[src/common/jfa_pkg.sv]
// Package for the flash access control block: register layout, modes, flash request types
package jfa_pkg;
  localparam int         CTRL_W         = 8;
  localparam int         WIN_W          = 10;
  localparam int         ADDR_W         = 16;
  localparam int         SCR_BIT        = 7;
  localparam int         WR_LO          = 4;
  localparam int         WR_HI          = 6;
  localparam int         RD_LO          = 0;
  localparam int         RD_HI          = 3;
  localparam int         DATA_LO        = 2;
  localparam int         DATA_HI        = 9;
  localparam int         FAIL_BIT       = 1;
  localparam int         BUSY_BIT       = 0;
  localparam logic [7:0] CTRL_RESET     = 8'h00;
  localparam logic [9:0] WIN_RESET      = 10'h000;
  localparam logic [15:0] PTR_RESET     = 16'h0000;
  localparam logic [7:0] ERASE_KEY      = 8'ha5;
  localparam logic [7:0] ERASED_BYTE    = 8'hff;
  localparam logic [6:0] SCRATCH_MAX    = 7'h7f;
  localparam logic [2:0] WR_STORE       = 3'h0;
  localparam logic [2:0] WR_PROGRAM     = 3'h1;
  localparam logic [2:0] WR_ERASE       = 3'h2;
  localparam logic [3:0] RD_PLAIN       = 4'h0;
  localparam logic [3:0] RD_BLOCK       = 4'h1;
  localparam logic [3:0] RD_SINGLE      = 4'h2;

  typedef enum logic [1:0] {
    JFA_OP_READ,
    JFA_OP_PROG,
    JFA_OP_PAGE_ERASE,
    JFA_OP_USER_ERASE
  } jfa_op_e;

  // Request toward the flash array
  typedef struct packed {
    logic              valid;
    jfa_op_e           op;
    logic              scratch;
    logic [ADDR_W-1:0] addr;
    logic [7:0]        data;
  } jfa_req_s;

  // Completion from the flash array
  typedef struct packed {
    logic       done;
    logic       fail;
    logic [7:0] data;
  } jfa_rsp_s;
endpackage

[src/core/jfa_ctrl.sv]
// Flash access control: control register, data window and pointer for debug-port flash access
//
// Summary of operation
// - Scratch bit high routes flash accesses to the 128-byte scratchpad, else main flash.
// - Write mode 000: window write stores the byte only, no flash operation.
// - Write mode 001: window write programs byte at pointer; pointer increments on completion.
// - Write mode 010: window write erases the page holding pointer; pointer stays.
// - Erase happens only when the written byte equals 0xA5.
// - Erasing either lock byte erases all user flash except the reserved area.
// - Read mode 0000: window read returns content, no flash operation.
// - Read mode 0001: window read launches read at pointer when idle; block reads.
// - Read mode 0010: launch only when idle and earlier read data already fetched.
// - Control: scratch bit 7, write mode bits 6-4, read mode bits 3-0.
// - Pointer increments after each flash read or program, success or failure.
// - While busy, window reads and writes start no flash operation.
// - Window holds data in bits 9-2, fail at bit 1, busy at bit 0.
`timescale 1ns/1ps
`default_nettype none

module jfa_ctrl (
  input  wire logic                      clk,
  input  wire logic                      nrst,
  input  wire logic                      ctrl_wr,
  input  wire logic [jfa_pkg::CTRL_W-1:0] ctrl_wdata,
  output logic      [jfa_pkg::CTRL_W-1:0] ctrl_rdata,
  input  wire logic                      ptr_wr,
  input  wire logic [jfa_pkg::ADDR_W-1:0] ptr_wdata,
  output logic      [jfa_pkg::ADDR_W-1:0] ptr_rdata,
  input  wire logic                      win_wr,
  input  wire logic [7:0]                win_wdata,
  input  wire logic                      win_rd,
  output logic      [jfa_pkg::WIN_W-1:0]  win_rdata,
  input  wire logic [jfa_pkg::ADDR_W-1:0] lock_rd_addr,
  input  wire logic [jfa_pkg::ADDR_W-1:0] lock_wr_addr,
  output jfa_pkg::jfa_req_s              flash_req,
  input  wire jfa_pkg::jfa_rsp_s         flash_rsp
);
  import jfa_pkg::*;

  logic [CTRL_W-1:0] ctrl;
  logic [7:0]        data_byte;
  logic              fail;
  logic              busy;
  logic              fetched;
  logic [ADDR_W-1:0] ptr;
  logic              op_is_read;
  logic              op_moves_ptr;
  jfa_req_s          req;
  logic [ADDR_W-1:0] next_ptr;

  wire               scratch   = ctrl[SCR_BIT];
  wire [2:0]         wr_mode   = ctrl[WR_HI:WR_LO];
  wire [3:0]         rd_mode   = ctrl[RD_HI:RD_LO];

  // Mode decode
  wire               wr_prog   = (wr_mode == WR_PROGRAM);
  wire               wr_erase  = (wr_mode == WR_ERASE);
  wire               key_ok    = (win_wdata == ERASE_KEY);
  wire               rd_block  = (rd_mode == RD_BLOCK);
  wire               rd_single = (rd_mode == RD_SINGLE);

  // Either lock byte widens an erase to the whole user space
  function automatic logic is_lock_byte(input logic [ADDR_W-1:0] a,
                                        input logic [ADDR_W-1:0] rd_lock,
                                        input logic [ADDR_W-1:0] wr_lock);
    return (a == rd_lock) || (a == wr_lock);
  endfunction

  // Launch decode; nothing starts while busy
  wire               idle      = !busy;
  wire               go_prog   = win_wr && idle && wr_prog;
  wire               go_erase  = win_wr && idle && wr_erase && key_ok;
  wire               hits_lock = !scratch && is_lock_byte(ptr, lock_rd_addr, lock_wr_addr);
  wire               go_read   = win_rd && idle && (rd_block || (rd_single && fetched));
  wire               go_any    = go_prog || go_erase || go_read;
  wire               store_wr  = win_wr && idle;
  wire [6:0]         scr_addr  = ptr[6:0] & SCRATCH_MAX;

  // Completion is only taken while an operation is open
  wire               op_done   = busy && flash_rsp.done;
  wire               rd_done   = op_done && op_is_read;

  // Request contents
  jfa_req_s next_req;
  always_comb begin
    next_req         = '0;
    next_req.valid   = go_any;
    next_req.scratch = scratch;
    next_req.addr    = scratch ? {{(ADDR_W-7){1'b0}}, scr_addr} : ptr;
    next_req.data    = win_wdata;
    if (go_read) begin
      next_req.op = JFA_OP_READ;
    end else if (go_prog) begin
      next_req.op = JFA_OP_PROG;
    end else if (hits_lock) begin
      next_req.op = JFA_OP_USER_ERASE;
    end else begin
      next_req.op = JFA_OP_PAGE_ERASE;
    end
  end

  // Control register
  always_ff @(posedge clk) begin
    if (!nrst) begin
      ctrl <= CTRL_RESET;
    end else if (ctrl_wr) begin
      ctrl <= ctrl_wdata;
    end
  end

  // Flash request pulse
  always_ff @(posedge clk) begin
    if (!nrst) begin
      req <= '0;
    end else begin
      req <= next_req;
    end
  end

  // Busy from launch until the flash answers
  always_ff @(posedge clk) begin
    if (!nrst) begin
      busy <= 1'b0;
    end else if (go_any) begin
      busy <= 1'b1;
    end else if (op_done) begin
      busy <= 1'b0;
    end
  end

  // Fail reflects the last completed operation
  always_ff @(posedge clk) begin
    if (!nrst) begin
      fail <= 1'b0;
    end else if (op_done) begin
      fail <= flash_rsp.fail;
    end
  end

  // Kind of the open operation
  always_ff @(posedge clk) begin
    if (!nrst) begin
      op_is_read   <= 1'b0;
      op_moves_ptr <= 1'b0;
    end else if (go_any) begin
      op_is_read   <= go_read;
      op_moves_ptr <= go_read || go_prog;
    end
  end

  // Data byte; a launching read still shows the previous byte
  always_ff @(posedge clk) begin
    if (!nrst) begin
      data_byte <= WIN_RESET[DATA_HI:DATA_LO];
    end else if (store_wr) begin
      data_byte <= win_wdata;
    end else if (rd_done) begin
      data_byte <= flash_rsp.data;
    end
  end

  // Fetched: new read data clears it, a host read sets it
  always_ff @(posedge clk) begin
    if (!nrst) begin
      fetched <= 1'b1;
    end else if (rd_done) begin
      fetched <= 1'b0;
    end else if (win_rd) begin
      fetched <= 1'b1;
    end
  end

  // Pointer: advance when a read or program finishes, else host load while idle
  always_comb begin
    next_ptr = ptr;
    if (op_done && op_moves_ptr) begin
      next_ptr = ptr + 16'h0001;
    end else if (ptr_wr && idle) begin
      next_ptr = ptr_wdata;
    end
  end

  always_ff @(posedge clk) begin
    if (!nrst) begin
      ptr <= PTR_RESET;
    end else begin
      ptr <= next_ptr;
    end
  end

  // Registered read-back, one cycle behind the state
  always_ff @(posedge clk) begin
    if (!nrst) begin
      ctrl_rdata <= CTRL_RESET;
    end else begin
      ctrl_rdata <= ctrl;
    end
  end

  always_ff @(posedge clk) begin
    if (!nrst) begin
      ptr_rdata <= PTR_RESET;
    end else begin
      ptr_rdata <= ptr;
    end
  end

  always_ff @(posedge clk) begin
    if (!nrst) begin
      win_rdata <= WIN_RESET;
    end else begin
      win_rdata <= {data_byte, fail, busy};
    end
  end

  assign flash_req = req;

endmodule

`default_nettype wire

[config.mk]
export PLATFORM = sky130hd
export DESIGN_NAME = jfa_ctrl
export DESIGN_NICKNAME = d
export VERILOG_FILES = /design/src/common/jfa_pkg.sv /design/src/core/jfa_ctrl.sv
export SDC_FILE = /design/constraint.sdc
export NUM_CORES = 1
export LEC_CHECK = 0
export ABC_AREA = 1
export BUFFER_PORTS_ARGS = -buffer_cell sky130_fd_sc_hd__buf_2
export CORE_ASPECT_RATIO = 1.25
export CORE_UTILIZATION = 44
export DETAILED_ROUTE_END_ITERATION = 7
export PLACE_DENSITY_LB_ADDON = 0.12
export SLEW_MARGIN = 20
export SYNTH_ARGS = -nofsm -noshare
export SYNTH_HDL_FRONTEND = slang
export SYNTH_SLANG_ARGS = --single-unit
export TNS_END_PERCENT = 10
[constraint.sdc]
create_clock -name clk -period 1.8 [get_ports clk]
set_input_delay 0 -clock clk [delete_from_list [all_inputs] [get_ports clk]]
set_output_delay 0 -clock clk [all_outputs]
set_load 0.05 [all_outputs]
Yosys cells after proc, flatten, opt, wreduce, memory -nomap -nowiden
Index checks and enable logic that the tools add are counted.
- bits in registers: 99
- latch bits: 0
- RAM bits: 0
- ROM bits: 0
- input bits: 80
- logic and storage cells: 63
- memories kept: 0
- add/sub/neg operators: 1
- multiply operators: 0
- div/mod/pow operators: 0
- magnitude comparators: 0
- equal/unequal tests: 7
- shift-type cells: 0
- multiplexer cells: 10
- bitwise gates (word level): 1
- reduce and logical (&&, ||, !) cells: 26
- operators with widths (operator ; number):
    16-bit equality test ; 2
    16-bit two-way mux ; 2
    16-bit by 1-bit adder with 16-bit output, second input constant ; 1
    8-bit two-way mux ; 2
    1-bit logical AND ; 12
    8-bit equality test, second input constant ; 1
    2-bit nonzero test ; 4
    1-bit two-way mux ; 6
    1-bit logical OR ; 5
    4-bit by 1-bit equality test with 1-bit output, second input constant ; 1
    4-bit by 2-bit equality test with 1-bit output, second input constant ; 1
    2-bit OR reduction ; 2
    3-bit by 1-bit equality test with 1-bit output, second input constant ; 1
    3-bit by 2-bit equality test with 1-bit output, second input constant ; 1
    3-bit OR reduction ; 1
    1-bit zero test ; 2
    1-bit NOT ; 1

Depth between registers and ports, before layout
Gate-level depths: netlist (run 1).
- depth after elaboration: 7
- mapped depth: 11

Worst setup path after synthesis (run 1)
Ideal clock, no wire load.
- kind: reg-to-reg
- start point: register ptr[0]
- end point: register ptr[6]
- library setup time: 0.118 ns
- data arrival time: 1.303 ns
- data required time: 1.682 ns
- setup slack: 0.379 ns
- cell stages (with the launch flop): 10
- clock period less this slack: 1.421 ns
- path through: dfxtp_1 > ha_1 > nand2_2 > nor2_4 > inv_2 > nor2_4 > xor2_1 > nand2_1 > o211ai_2 > o21ai_2
- word-level cells in the longest chain between the ends: 2
- ends and longest elaborated chain (item ; RTL line ; RTL):
    start, declared ; jfa_ctrl.sv:45 ; logic [ADDR_W-1:0] ptr;
    start signal, assigned ; jfa_ctrl.sv:187 ; ptr <= next_ptr;
    16-bit by 1-bit adder with 16-bit output ; jfa_ctrl.sv:177 ; next_ptr = ptr + 16'h0001;
    16-bit two-way mux ; jfa_ctrl.sv:176 ; if (op_done && op_moves_ptr) begin
Every way passes these cells.
A chain may end at the register's enable or synchronous reset.

Worst setup path in the final report (run 1)
- start point: register busy
- end point: register ptr[0]
- word-level cells in the longest chain between the ends: 3
- elaborated cells on any way between the ends: 6
- ends and longest elaborated chain (item ; RTL line ; RTL):
    start, declared ; jfa_ctrl.sv:43 ; logic busy;
    start signal, assigned ; jfa_ctrl.sv:123 ; busy <= 1'b0;
    start signal, assigned ; jfa_ctrl.sv:125 ; busy <= 1'b1;
    start signal, assigned ; jfa_ctrl.sv:127 ; busy <= 1'b0;
    1-bit logical AND or 1-bit zero test (tied branches) ; jfa_ctrl.sv:80, jfa_ctrl.sv:70 ;
    1-bit logical AND (on tied branches) ; jfa_ctrl.sv:176, jfa_ctrl.sv:178 ;
    16-bit two-way mux or 2-bit nonzero test (tied branches) ; - ;
Several ways; a longest one is shown, not always the timed one.

==> results of run 1 <==
## timing repair
action                                 in CTS  in global routing
gates resized for setup                     0                  1
hold buffers                               43                  0
endpoints found under the hold margin      42                  0
setup endpoints to repair                   0                  1
## where the power goes
part | internal [mW] | switching (mW) | leakage [nW]
sequential | 2.13 | 0.0925 | 0.748
combinational | 0.306 | 0.570 | 2.27
clock | 0.624 | 0.706 | 0.0909
total | 3.06 | 1.37 | 3.11
## metrics by stage
stage	total power, mW	std cells	util [%]	worst slack [ps]	hold slack, ps
global route	4.662	891	61.52	6.558	56.33
floorplan	2.831	594	-	378.8	93.45
finish	4.433	891	61.52	103.4	37.56
CTS	4.467	891	61.46	39.68	5.485
detailed placement	3.075	834	54.56	198.0	203.5
global placement	3.061	834	54.56	245.2	195.0
## final timing paths
path | slack (ps) | from | cells after the start | endpoint
worst min-delay path | 40 | ptr_wdata[1] | 3 | ptr[1]$_SDFFE_PN0P_
worst min register to register | 420 | ctrl[2]$_SDFFE_PN0P_ | 2 | ctrl_rdata[2]$_SDFF_PN0_
worst max-delay path | 100 | busy$_SDFFE_PN0P_ | 8 | ptr[0]$_SDFFE_PN0P_
worst max register to register | 100 | busy$_SDFFE_PN0P_ | 8 | ptr[0]$_SDFFE_PN0P_
## cell families after synthesis
kind of cell | after synthesis
simple gates | 279
buf+inv | 140
flops | 91
compound gates | 78
xor+xnor | 5
fa+ha+maj | 1
## cell type report
| type | count | share of cell area, % |
|---|---|---|
| Sequential cell | 91 | 33.49 |
| Timing Repair Buffer | 190 | 21.71 |
| Clock inverter | 5 | 1.035 |
| Tap cell | 120 | 2.760 |
| Inverter | 113 | 7.797 |
| Multi-Input combinational cell | 363 | 30.93 |
| Clock buffer | 9 | 2.277 |
## per-layer routing
layer / track usage [%] / vias to the layer above / part of all wire (%)
li1: - / 2136 / -
met2: 41.36 / 125 / 50
met4: 9.332 / 0 / 1.9
met5: 0 / - / 0
met3: 6.306 / 18 / 6.5
met1: 25.07 / 1823 / 41
## flip-flops by register name (all words and copies together), names as in the netlist
signal,flops
win_rdata,10
op_is_read,1
ptr_rdata,10
ptr,16
data_byte,8
busy,1
fail,1
ctrl_rdata,7
ctrl,8
fetched,1
op_moves_ptr,1
flash_req,27
## critical path: stages (launching register included)
cell and delay [ps]:
sky130_fd_sc_hd__dfxtp_1 340, sky130_fd_sc_hd__nand2_1 90, sky130_fd_sc_hd__inv_2 60, sky130_fd_sc_hd__nand2_4 110
sky130_fd_sc_hd__inv_1 70, sky130_fd_sc_hd__buf_4 170, sky130_fd_sc_hd__a32oi_1 140, sky130_fd_sc_hd__dlygate4sd3_1 560
sky130_fd_sc_hd__a21oi_1 50
## cell usage in the layout, fill, tap and decap left out, types with 5 or more instances in the layout
cell | synthesis | layout
sky130_fd_sc_hd__nand2_1 | 203 | 203
sky130_fd_sc_hd__buf_2 | 8 | 141
sky130_fd_sc_hd__inv_1 | 106 | 106
sky130_fd_sc_hd__dfxtp_1 | 91 | 91
sky130_fd_sc_hd__dlygate4sd3_1 | 0 | 43
sky130_fd_sc_hd__nor2_1 | 41 | 41
sky130_fd_sc_hd__o21ai_0 | 26 | 26
sky130_fd_sc_hd__a21oi_1 | 17 | 17
sky130_fd_sc_hd__o21ai_1 | 11 | 11
sky130_fd_sc_hd__a31oi_1 | 9 | 9
sky130_fd_sc_hd__clkbuf_8 | 0 | 9
sky130_fd_sc_hd__inv_2 | 7 | 7
sky130_fd_sc_hd__nand4_1 | 6 | 6
sky130_fd_sc_hd__nand3_1 | 6 | 6
sky130_fd_sc_hd__buf_4 | 9 | 6
sky130_fd_sc_hd__xor2_1 | 5 | 5
==> results by stage, run 1 <==
Status:
- The run finished with clean final reports.

GRT:
- The total global routing overflow is 0.
- The aggregate global-route resource usage is 22.91%.
- The number of antenna violations at the first check in global routing came to 0.
- The wire length of the first global-routing pass is 16.82 mm.
- The largest net degree at the start of global routing is 49.
- The number of global-route vias before repair is 3811.

Setup path:
- Of all nets on the critical path, the largest fanout is 11.
- The startpoint class of the critical path is a register.
- The critical path capture point type is a register.
- The classification of the worst setup path is register to register.
- STA puts the critical path data arrival time at 1940 ps.
- The data required time of the critical path is 2050 ps.

Clock tree:
- The maximum buffer depth of the clock tree is 2.
- The worst-skew pair later-pin latency is 360 ps.
- Counting every sink on the clock net gives 91.
- TritonCTS built the clock tree.
- The buffer count from post-CTS setup fixing is 0.
- The clock edge transition at the registers on the reported setup and hold paths is 80 ps.
- In this run the number of H-tree levels came out at 3.
- The tree is rooted in a sky130_fd_sc_hd__clkbuf_8.
- Buffers inserted during clock tree synthesis total 9.

Yosys:
- The post-synthesis cell area is 4079 µm².
- Summed over its instances, the top area cell type makes up 44.66% of the synthesized netlist area.
- The XOR/XNOR share of the synthesized area is 1.074%.
- Synthesis handed over a netlist of 594 instances.
- The number of distinct standard cells referenced by the synthesized netlist is 37.
- After synthesis, the most frequently instantiated cells are sky130_fd_sc_hd__nand2_1, sky130_fd_sc_hd__inv_1, sky130_fd_sc_hd__dfxtp_1.
- In the post-synthesis netlist, the cell with the most instances is sky130_fd_sc_hd__nand2_1.
- The fraction of the mapped netlist area in simple logic gates is 28.50%.
- In the synthesized netlist the async set-or-reset flop fraction comes to 0%.
- In this run, synthesis produced a sequential element count of 91.
- The synthesized design contains 0 enable-type register cells.
- Sorting the synthesized cells by area gives the leading types as sky130_fd_sc_hd__dfxtp_1, sky130_fd_sc_hd__nand2_1, sky130_fd_sc_hd__inv_1, sky130_fd_sc_hd__nor2_1, sky130_fd_sc_hd__o21ai_0.
- By area, the combinational part of the netlist is dominated by simple AND/OR/NAND/NOR gates.
- The multiplexer area fraction after synthesis is 0%.
- The sequential area share after synthesis is 44.66%.
- A synthesized cell averages 6.867 µm².
- The synthesized netlist devotes 11.26% of its cell area to compound gates.
- The dominant synthesized flop cell is sky130_fd_sc_hd__dfxtp_1.
- The count of yosys warnings during synthesis is 0.
- After Yosys synthesis, full adders, half adders and majority gates account for 0.3067% of the synthesized area.
- The cell taking the most area after synthesis is sky130_fd_sc_hd__dfxtp_1.
- The number of nets handed over by synthesis was 675.

Floorplan:
- The width of the die is 88.12 µm.
- Row generation in the floorplan step produced 38 rows.
- From bottom edge to top edge, the die measures 109.6 µm.
- The starting density of the core is 46.12%.
- The core area is 8843 µm².
- Pin placement for this block handled 142 I/O pins.
- The overall die area is 9661 µm².

Pwr:
- IR analysis of the VDD net gives a maximum drop of 604.0 µV.
- Dividing total power by cell area gives a power density of 814.8 nW/µm².
- The static leakage power is 3.105 nW.

Detailed routing:
- The detailed-routing iteration count for the pre-antenna-repair pass is 4.
- The routed wire length is 10.75 mm.
- Using the TritonRoute via totals, the vias-per-cell ratio works out to 4.604.
- The count of routing violations after the opening detailed-route iteration is 169.
- The routed via count is 4102.
- The post-detailed-route wirelength per cell is 12.07 µm.
- The detail route stage leaves a number of antenna-violating nets equal to 0.
- After detailed routing, the number of remaining DRC violations is 0.

Layout:
- The fill cell instance count of the final layout is 873.
- Summing all non-filler instances in the final layout gives an area of 5440 µm².
- For this run, the post-layout net count is 849.
- The antenna cell count is 0.
- The area of combinational cells with multiple inputs is 1683 µm².
- Cells with a size suffix above 1 make up 24.77% of the layout.
- Summing all flip-flop and latch instances after layout gives 1822 µm².
- The post-synthesis to final-layout area growth is 33.37%.

Timing:
- The maximum frequency from static timing analysis is 0.5894 GHz.
- For the finished layout, the period the worst path requires is 1697 ps.
- After routing, the total negative slack on setup checks comes to 0 ps.
- The total count of max-transition violations in the final report is 0.
- The worst pin sits at a relative slew slack of 69.68%.
- For the pin with the worst max-slew slack, the measured transition is 453.7 ps.
- The hold violation total from the final report is 0.
- The worst clock skew on the final layout is 8.116 ps.
- In the finished design, the share of the clock period the worst path needs comes to 94.25%.
- Setup repair after global routing left no endpoint under its margin.
- Setup violations remaining at the end of the flow were counted as 0.

Placed design:
- Once placement finished, the instance area stood at 4825 µm².
- The global placement routability congestion is 0.9171.
- Buffers placed on the I/O ports in this run total 141.
- The detailed placement HPWL is 7.784 mm.

Worst hold path:
- The worst hold path belongs to the class input port to register.

Run:
- The tool flagged a number of max-cap violations equal to 0.
Note: power is estimated with default switching activity, not from simulation.
==> inputs of run 2 (changes only) <==
--- a/config.mk
+++ b/config.mk
@@ -8,7 +8,7 @@
 export ABC_AREA = 1
 export BUFFER_PORTS_ARGS = -buffer_cell sky130_fd_sc_hd__buf_2
 export CORE_ASPECT_RATIO = 1.25
-export CORE_UTILIZATION = 44
+export CORE_UTILIZATION = 50
 export DETAILED_ROUTE_END_ITERATION = 7
 export PLACE_DENSITY_LB_ADDON = 0.12
 export SLEW_MARGIN = 20
==> run 2 against run 1 <==
Effect of this change:
- cell count shrank 2.2%
- die area is 12% lower
- clock power about the same
- largest cell class unchanged
==> results by stage, run 2 (synthesis results as in run 1) <==
Timing:
- The total count of max-transition violations in the final report is 0 (unchanged).
- The maximum frequency from static timing analysis is 0.6045 GHz (was 0.5894 GHz).
- The total of endpoints with negative setup slack in the final report is 0 (unchanged).
- The max-slew headroom at the worst pin is 71.15% (was 69.68%).
- The slack of the critical path is 145.7 ps (was 103.4 ps).
- The sum of negative setup slack is 0 ps (unchanged).
- The final clock period utilization by the worst path came to 91.90% (was 94.25%).
- The clock period minus final worst setup slack is 1654 ps (was 1697 ps).
- The slew at the pin closest to its max-slew limit is 432.1 ps (was 453.7 ps).
- The hold violation total from the final report is 0 (unchanged).
- The worst clock skew on the final layout is 10.94 ps (was 8.116 ps).
- The worst hold slack was 25.33 ps (was 37.56 ps).

Placed design:
- The detailed placement HPWL was 7.659 mm (was 7.784 mm).
- The count of port buffers added during placement came to 141 (unchanged).
- The placed instance area is 4813 µm² (was 4825 µm²).
- The post-placement worst setup slack is 265.3 ps (was 198.0 ps).
- The global placement routability congestion is 0.8448 (was 0.9171).

Setup path:
- Cell-by-cell trace of the critical path: nand2_1, inv_2, nand2_2, clkinvlp_4, a32oi_1, dlygate4sd3_1, a21oi_1 (was nand2_1, inv_2, nand2_4, inv_1, buf_4, a32oi_1, dlygate4sd3_1, a21oi_1).
- The count of buffering cells on the critical path with inverters included is 3 (was 4).
- The critical path capture point type is a register (unchanged).
- The startpoint class of the critical path is a register (unchanged).
- The total number of cells along the worst setup path came to 7 (was 8).
- The dominant delay contributor by cell family on the critical path is buffers and inverters (unchanged).
- The data arrival time of the critical path is 1900 ps (was 1940 ps).
- The critical-path maximum fanout is 8 (was 11).
- The cell at the slowest stage of the critical path was sky130_fd_sc_hd__dlygate4sd3_1 (unchanged).
- The delay of the slowest cell on the worst path came to 560 ps (about the same).
- The classification of the worst setup path is register to register (unchanged).
- The depth of the most critical reg-to-reg path was 7 (was 8).
- The data required time of the critical path is 2050 ps (about the same).

Floorplan:
- The number of top-level pins is 142 (unchanged).
- The width of the die is 82.79 µm (was 88.12 µm).
- The total number of placement rows is 36 (was 38).
- The core area is 7838 µm² (was 8843 µm²).
- The floorplan die height is 103.0 µm (was 109.6 µm).
- The starting density of the core is 52.04% (was 46.12%).
- The overall die area was 8525 µm² (was 9661 µm²).

Detailed routing:
- The number of vias per cell after detailed routing is 4.763 (was 4.604).
- The count of routing violations after the opening detailed-route iteration is 135 (was 169).
- The detailed-routing iteration count for the pre-antenna-repair pass is 5 (was 4).
- The number of design rule violations left after detail routing is 0 (unchanged).
- The routed wire length is 10.64 mm (was 10.75 mm).
- The routed via count came to 4149 (was 4102).
- The number of nets still failing antenna checks after routing is 0 (unchanged).
- The post-detailed-route wirelength per cell came to 12.22 µm (was 12.07 µm).

Clock tree:
- The library cell used as clock root buffer is sky130_fd_sc_hd__clkbuf_8 (unchanged).
- The clock edge transition at the registers on the reported setup and hold paths is 90 ps (was 80 ps).
- The worst-skew pair later-pin latency is 370 ps (was 360 ps).
- The number of clock buffers inserted by TritonCTS is 9 (unchanged).
- The maximum buffer depth of the clock tree is 2 (unchanged).
- The number of levels in the clock H-tree is 3 (unchanged).
- The clock sink total was 91 (unchanged).
- The clock tree from TritonCTS is yes (unchanged).

Pwr:
- The maximum vdd ir drop came to 558.7 µV (was 604.0 µV).
- The static leakage power came to 3.107 nW (was 3.105 nW).
- The power per cell area is 819.6 nW/µm² (was 814.8 nW/µm²).

Layout:
- Leading cell types in the layout, fill and taps excluded: sky130_fd_sc_hd__nand2_1, sky130_fd_sc_hd__buf_2, sky130_fd_sc_hd__inv_1 (unchanged).
- The number of flip-flops in the largest register came to 27 (unchanged).
- The antenna cell count is 0 (unchanged).
- The post-synthesis to final-layout area growth is 33.77% (was 33.37%).
- The final design utilization is 69.62% (was 61.52%).
- The post-route standard cell area excluding fillers was 5456 µm² (was 5440 µm²).
- The post-layout net count is 852 (was 849).
- The most frequent standard cell in the layout excluding fill and tap cells is sky130_fd_sc_hd__nand2_1 (unchanged).
- The fill cell instance count of the final layout is 689 (was 873).
- The share of cells above drive strength 1 came to 25.39% (was 24.77%).

GRT:
- The largest net degree at the start of global routing is 32 (was 49).
- The aggregate global-route resource usage came to 26.11% (was 22.91%).
- The number of global-route vias before repair is 3940 (was 3811).
- The total global routing overflow is 0 (unchanged).
- The number of antenna violations at the first check in global routing came to 0 (unchanged).
- The wire length of the first global-routing pass was 16.72 mm (was 16.82 mm).

Run:
- The number of violations of the max-capacitance limit is 0 (unchanged).

Status:
- Result of the run: finished, final reports clean (unchanged).

Worst hold path:
- The depth of the worst hold-timing path is 3 (unchanged).
- The worst min-delay path class is input port to register (unchanged).
[run 2: cell count changes in the layout (fill, tap and decap cells not counted), moves of 2 or more]
cell / before / now
sky130_fd_sc_hd__buf_4: 6 / 8
sky130_fd_sc_hd__clkinv_2: 2 / 0
sky130_fd_sc_hd__inv_6: 0 / 2
sky130_fd_sc_hd__inv_8: 0 / 2
[run 2: path summary, 6_finish.rpt]
| path | endpoint | slack, ps | from |
|---|---|---|---|
| setup reg to reg | ptr[0]$_SDFFE_PN0P_ | 150 | busy$_SDFFE_PN0P_ |
| setup / recovery | ptr[0]$_SDFFE_PN0P_ | 150 | busy$_SDFFE_PN0P_ |
| hold reg to reg | win_rdata[5]$_SDFF_PN0_ | 420 | data_byte[3]$_SDFFE_PN0P_ |
| hold / removal | ptr[1]$_SDFFE_PN0P_ | 30 | ptr_wdata[1] |
[run 2: where the power goes]
part | leakage [nW] | total, mW | internal (mW) | switching [mW]
logic | 2.26 | 0.886 | 0.311 | 0.575
clock network | 0.0973 | 1.36 | 0.571 | 0.787
registers | 0.748 | 2.23 | 2.14 | 0.0916
total | 3.11 | 4.47 | 3.02 | 1.45
[run 2: layout make-up]
cell class                 instances  area (µm²)  share of cell area, %
clock buffer                      10       137.6                  2.522
clock inverter                     6       56.30                  1.032
inverter                         113       427.9                  7.842
multi-input combinational        363        1678                  30.75
sequential                        91        1822                  33.39
tap                               95       118.9                  2.178
timing repair buffer             193        1216                  22.29
[run 2: stage by stage]
stage,std cells,power [mW]
floorplan,594,2.831
global placement,810,3.065
detailed placement,810,3.078
CTS,869,4.497
global route,871,4.684
finish,871,4.472
[run 2: what timing repair did]
item	in CTS	in global routing
endpoints found under the setup margin	0	1
endpoints found under the hold margin	42	0
buffers inserted	0	2
resized for setup	0	1
hold buffers	43	0
[run 2: worst min-delay path, stage by stage]
cell and delay (ps):
sky130_fd_sc_hd__buf_2 100, sky130_fd_sc_hd__o21ai_0 160, sky130_fd_sc_hd__o32ai_1 80
[run 2: per-layer routing]
| metal | track usage, % | vias up | share of wire [%] | wire, µm |
|---|---|---|---|---|
| met3 | 6.637 | 24 | 5.3 | 560 |
| met5 | 0 | - | 0 | 0 |
| met4 | 12.60 | 0 | 3.2 | 344 |
| met1 | 26.80 | 1849 | 38 | 4095 |
| met2 | 48.23 | 126 | 53 | 5640 |
| li1 | - | 2150 | - | - |
==> inputs of run 3 (changes only) <==
--- a/config.mk
+++ b/config.mk
@@ -8,7 +8,7 @@
 export ABC_AREA = 1
 export BUFFER_PORTS_ARGS = -buffer_cell sky130_fd_sc_hd__buf_2
 export CORE_ASPECT_RATIO = 1.25
-export CORE_UTILIZATION = 50
+export CORE_UTILIZATION = 30
 export DETAILED_ROUTE_END_ITERATION = 7
 export PLACE_DENSITY_LB_ADDON = 0.12
 export SLEW_MARGIN = 20
==> run 3 against run 2 <==
Effect of this change:
- flip-flop and latch count stayed put
- sequential share of layout area shrank 1.2 points
- non-clock buffer count stayed put
- clock-buffer cell count down 1
- final area up 3.6%
- critical path type unchanged
- largest power group unchanged
- highest routed layer unchanged
==> results by stage, run 3 (synthesis results as in run 1) <==
Timing:
- The maximum frequency from static timing analysis came to 0.6458 GHz (was 0.6045 GHz).
- The sum of negative setup slack is 0 ps (unchanged).
- The worst clock skew on the final layout is 5.782 ps (was 10.94 ps).
- The slew at the pin closest to its max-slew limit was 451.8 ps (was 432.1 ps).
- Setup repair after global routing left no endpoint under its margin.
- The hold violation total from the final report came to 0 (unchanged).
- The total count of max-transition violations in the final report is 0 (unchanged).
- The final clock period utilization by the worst path is 86.03% (was 91.90%).
- The clock period minus final worst setup slack is 1548 ps (was 1654 ps).
- The max-slew headroom at the worst pin is 69.81% (was 71.15%).
- The total of endpoints with negative setup slack in the final report is 0 (unchanged).
- The slack of the critical path is 251.5 ps (was 145.7 ps).

Clock tree:
- The buffer count from post-CTS setup fixing came to 0 (unchanged).
- The maximum buffer depth of the clock tree is 2 (unchanged).
- The number of clock buffers inserted by TritonCTS came to 9 (unchanged).
- The clock edge transition at the registers on the reported setup and hold paths is 70 ps (was 90 ps).
- The clock sink total is 91 (unchanged).
- The worst-skew pair later-pin latency is 350 ps (was 370 ps).
- The number of levels in the clock H-tree is 3 (unchanged).
- The library cell used as clock root buffer is sky130_fd_sc_hd__clkbuf_16 (was sky130_fd_sc_hd__clkbuf_8).
- The clock tree from TritonCTS was yes (unchanged).

Layout:
- The number of flip-flops in the largest register came to 27 (unchanged).
- The most frequent standard cell in the layout excluding fill and tap cells is sky130_fd_sc_hd__nand2_1 (unchanged).
- The post-synthesis to final-layout area growth is 38.65% (was 33.77%).
- The share of cells above drive strength 1 is 25.13% (was 25.39%).
- Leading cell types in the layout, fill and taps excluded: sky130_fd_sc_hd__nand2_1, sky130_fd_sc_hd__buf_2, sky130_fd_sc_hd__inv_1 (unchanged).
- The antenna cell count is 0 (unchanged).
- The post-layout net count was 852 (unchanged).

Floorplan:
- The total number of placement rows came to 47 (was 36).
- The width of the die was 106.3 µm (was 82.79 µm).
- The starting density of the core was 30.83% (was 52.04%).
- The floorplan die height came to 132.4 µm (was 103.0 µm).
- The overall die area is 14070 µm² (was 8525 µm²).
- The number of top-level pins came to 142 (unchanged).
- The core area is 13230 µm² (was 7838 µm²).

Placed design:
- The count of port buffers added during placement is 141 (unchanged).
- The global placement routability congestion came to 0.8430 (was 0.8448).
- The post-placement worst setup slack is 262.8 ps (was 265.3 ps).
- The detailed placement HPWL was 8.654 mm (was 7.659 mm).

Setup path:
- The worst-case register-to-register setup slack is 250 ps (was 150 ps).
- The cell at the slowest stage of the critical path is sky130_fd_sc_hd__dfxtp_1 (was sky130_fd_sc_hd__dlygate4sd3_1).
- The startpoint of the most critical register-to-register path was ptr[2]$_SDFFE_PN0P_ (was busy$_SDFFE_PN0P_).
- The endpoint of the worst register-to-register path is ptr[9]$_SDFFE_PN0P_ (was ptr[0]$_SDFFE_PN0P_).
- The total number of cells along the worst setup path was 7 (unchanged).
- The dominant delay contributor by cell family on the critical path is simple AND/OR/NAND/NOR gates (was buffers and inverters).
- The depth of the most critical reg-to-reg path is 7 (unchanged).
- Cell-by-cell trace of the critical path: nand3_2, nor2_2, nand2_1, o21ai_1, nand3_1, o211ai_2, o21ai_1 (was nand2_1, inv_2, nand2_2, clkinvlp_4, a32oi_1, dlygate4sd3_1, a21oi_1).
- The data arrival time of the critical path is 1790 ps (was 1900 ps).
- The startpoint class of the critical path is a register (unchanged).
- The beginning of the critical path was ptr[2]$_SDFFE_PN0P_ (was busy$_SDFFE_PN0P_).
- The capture point of the worst path is ptr[9]$_SDFFE_PN0P_ (was ptr[0]$_SDFFE_PN0P_).
- The count of buffering cells on the critical path with inverters included is 0 (was 3).
- The critical path capture point type is a register (unchanged).
- The critical-path maximum fanout came to 7 (was 8).
- The classification of the worst setup path is register to register (unchanged).
- The data required time of the critical path was 2040 ps (was 2050 ps).
- The cell that appears most often on the critical path is sky130_fd_sc_hd__o21ai_1.
- The delay of the slowest cell on the worst path was 500 ps (was 560 ps).

GRT:
- The total global routing overflow is 0 (unchanged).
- The number of antenna violations at the first check in global routing was 0 (unchanged).
- The wire length of the first global-routing pass is 18.33 mm (was 16.72 mm).
- The aggregate global-route resource usage was 16.65% (was 26.11%).
- The largest net degree at the start of global routing is 38 (was 32).
- The number of global-route vias before repair came to 4008 (was 3940).

Detailed routing:
- The number of nets still failing antenna checks after routing is 0 (unchanged).
- The number of vias per cell after detailed routing came to 4.332 (was 4.763).
- The routed via count is 4102 (was 4149).
- The routed wire length came to 11.42 mm (was 10.64 mm).
- The detailed-routing iteration count for the pre-antenna-repair pass was 4 (was 5).
- The number of design rule violations left after detail routing is 0 (unchanged).
- The count of routing violations after the opening detailed-route iteration is 117 (was 135).
- The post-detailed-route wirelength per cell is 12.06 µm (was 12.22 µm).

Pwr:
- The power per cell area is 899.4 nW/µm² (was 819.6 nW/µm²).
- The static leakage power is 3.180 nW (was 3.107 nW).
- The maximum vdd ir drop is 465.0 µV (was 558.7 µV).

Status:
- Result of the run: finished, final reports clean (unchanged).

Worst hold path:
- The worst min-delay path class is input port to register (unchanged).

Run:
- The number of violations of the max-capacitance limit came to 0 (unchanged).
## run 3: cell types whose count changed in the layout (fill, tap and decap cells not counted), sizes merged
| cell | change |
|---|---|
| buf | -1 |
| inv | +2 |
| dlygate4sd3 | +1 |
| clkbuf | -1 |
| clkinvlp | -2 |
| bufinv | +1 |
## run 3: per-layer routing
metal	GRT usage [%]	up-vias	share of wire (%)	wire length, µm
li1	-	2150	-	-
met1	18.75	1827	42	4828
met2	30.16	109	51	5830
met3	2.472	16	4.5	517
met4	8.179	0	2.1	241
met5	0	-	0	0
## run 3: worst min-delay path by stage
stage                       from                       to  cells past startpoint
floorplan           win_wdata[0]  flash_req[0]$_SDFF_PN0_                      2
global placement    win_wdata[2]  flash_req[2]$_SDFF_PN0_                      3
detailed placement  win_wdata[2]  flash_req[2]$_SDFF_PN0_                      3
CTS                 ptr_wdata[1]      ptr[1]$_SDFFE_PN0P_                      3
global route              ptr_wr      ptr[0]$_SDFFE_PN0P_                      3
finish                    ptr_wr      ptr[0]$_SDFFE_PN0P_                      3
## run 3: final cells by class
class                      instances  area, µm²
sequential                        91       1822
fill                            1414       7576
timing repair buffer             193       1206
clock inverter                     7      81.33
tap                              171      214.0
clock buffer                       9      225.2
multi-input combinational        363       1683
inverter                         113      424.2
## run 3: report_power, final
| group | internal [mW] | switching (mW) | leakage, nW |
|---|---|---|---|
| clock network | 1.10 | 0.868 | 0.153 |
| registers | 2.14 | 0.0913 | 0.748 |
| logic | 0.310 | 0.577 | 2.28 |
| total | 3.55 | 1.54 | 3.18 |
## run 3: stage by stage
stage               util [%]  cells  instance area, µm²  total power, mW  hold slack (ps)
CTS                    42.78    948                5660            5.152            31.87
detailed placement     37.06    887                4903            3.093            213.4
finish                 42.74    947                5655            5.086            2.580
floorplan                  -    594                4079            2.831            93.45
global placement       37.06    887                4903            3.085            208.0
global route           42.74    947                5655            5.316            54.87
## run 3: what timing repair did
| action | 4_1_cts | 5_1_grt |
|---|---|---|
| endpoints found under the hold margin | 46 | 0 |
| hold buffers | 45 | 0 |
| setup endpoints to repair | 0 | 1 |
| resized for setup | 0 | 1 |
## run 3: worst reg2reg max path, stage by stage (launching register included)
cell,delay (ps)
sky130_fd_sc_hd__dfxtp_1,500
sky130_fd_sc_hd__nand3_2,210
sky130_fd_sc_hd__nor2_2,200
sky130_fd_sc_hd__nand2_1,130
sky130_fd_sc_hd__o21ai_1,130
sky130_fd_sc_hd__nand3_1,120
sky130_fd_sc_hd__o211ai_2,80
sky130_fd_sc_hd__o21ai_1,80
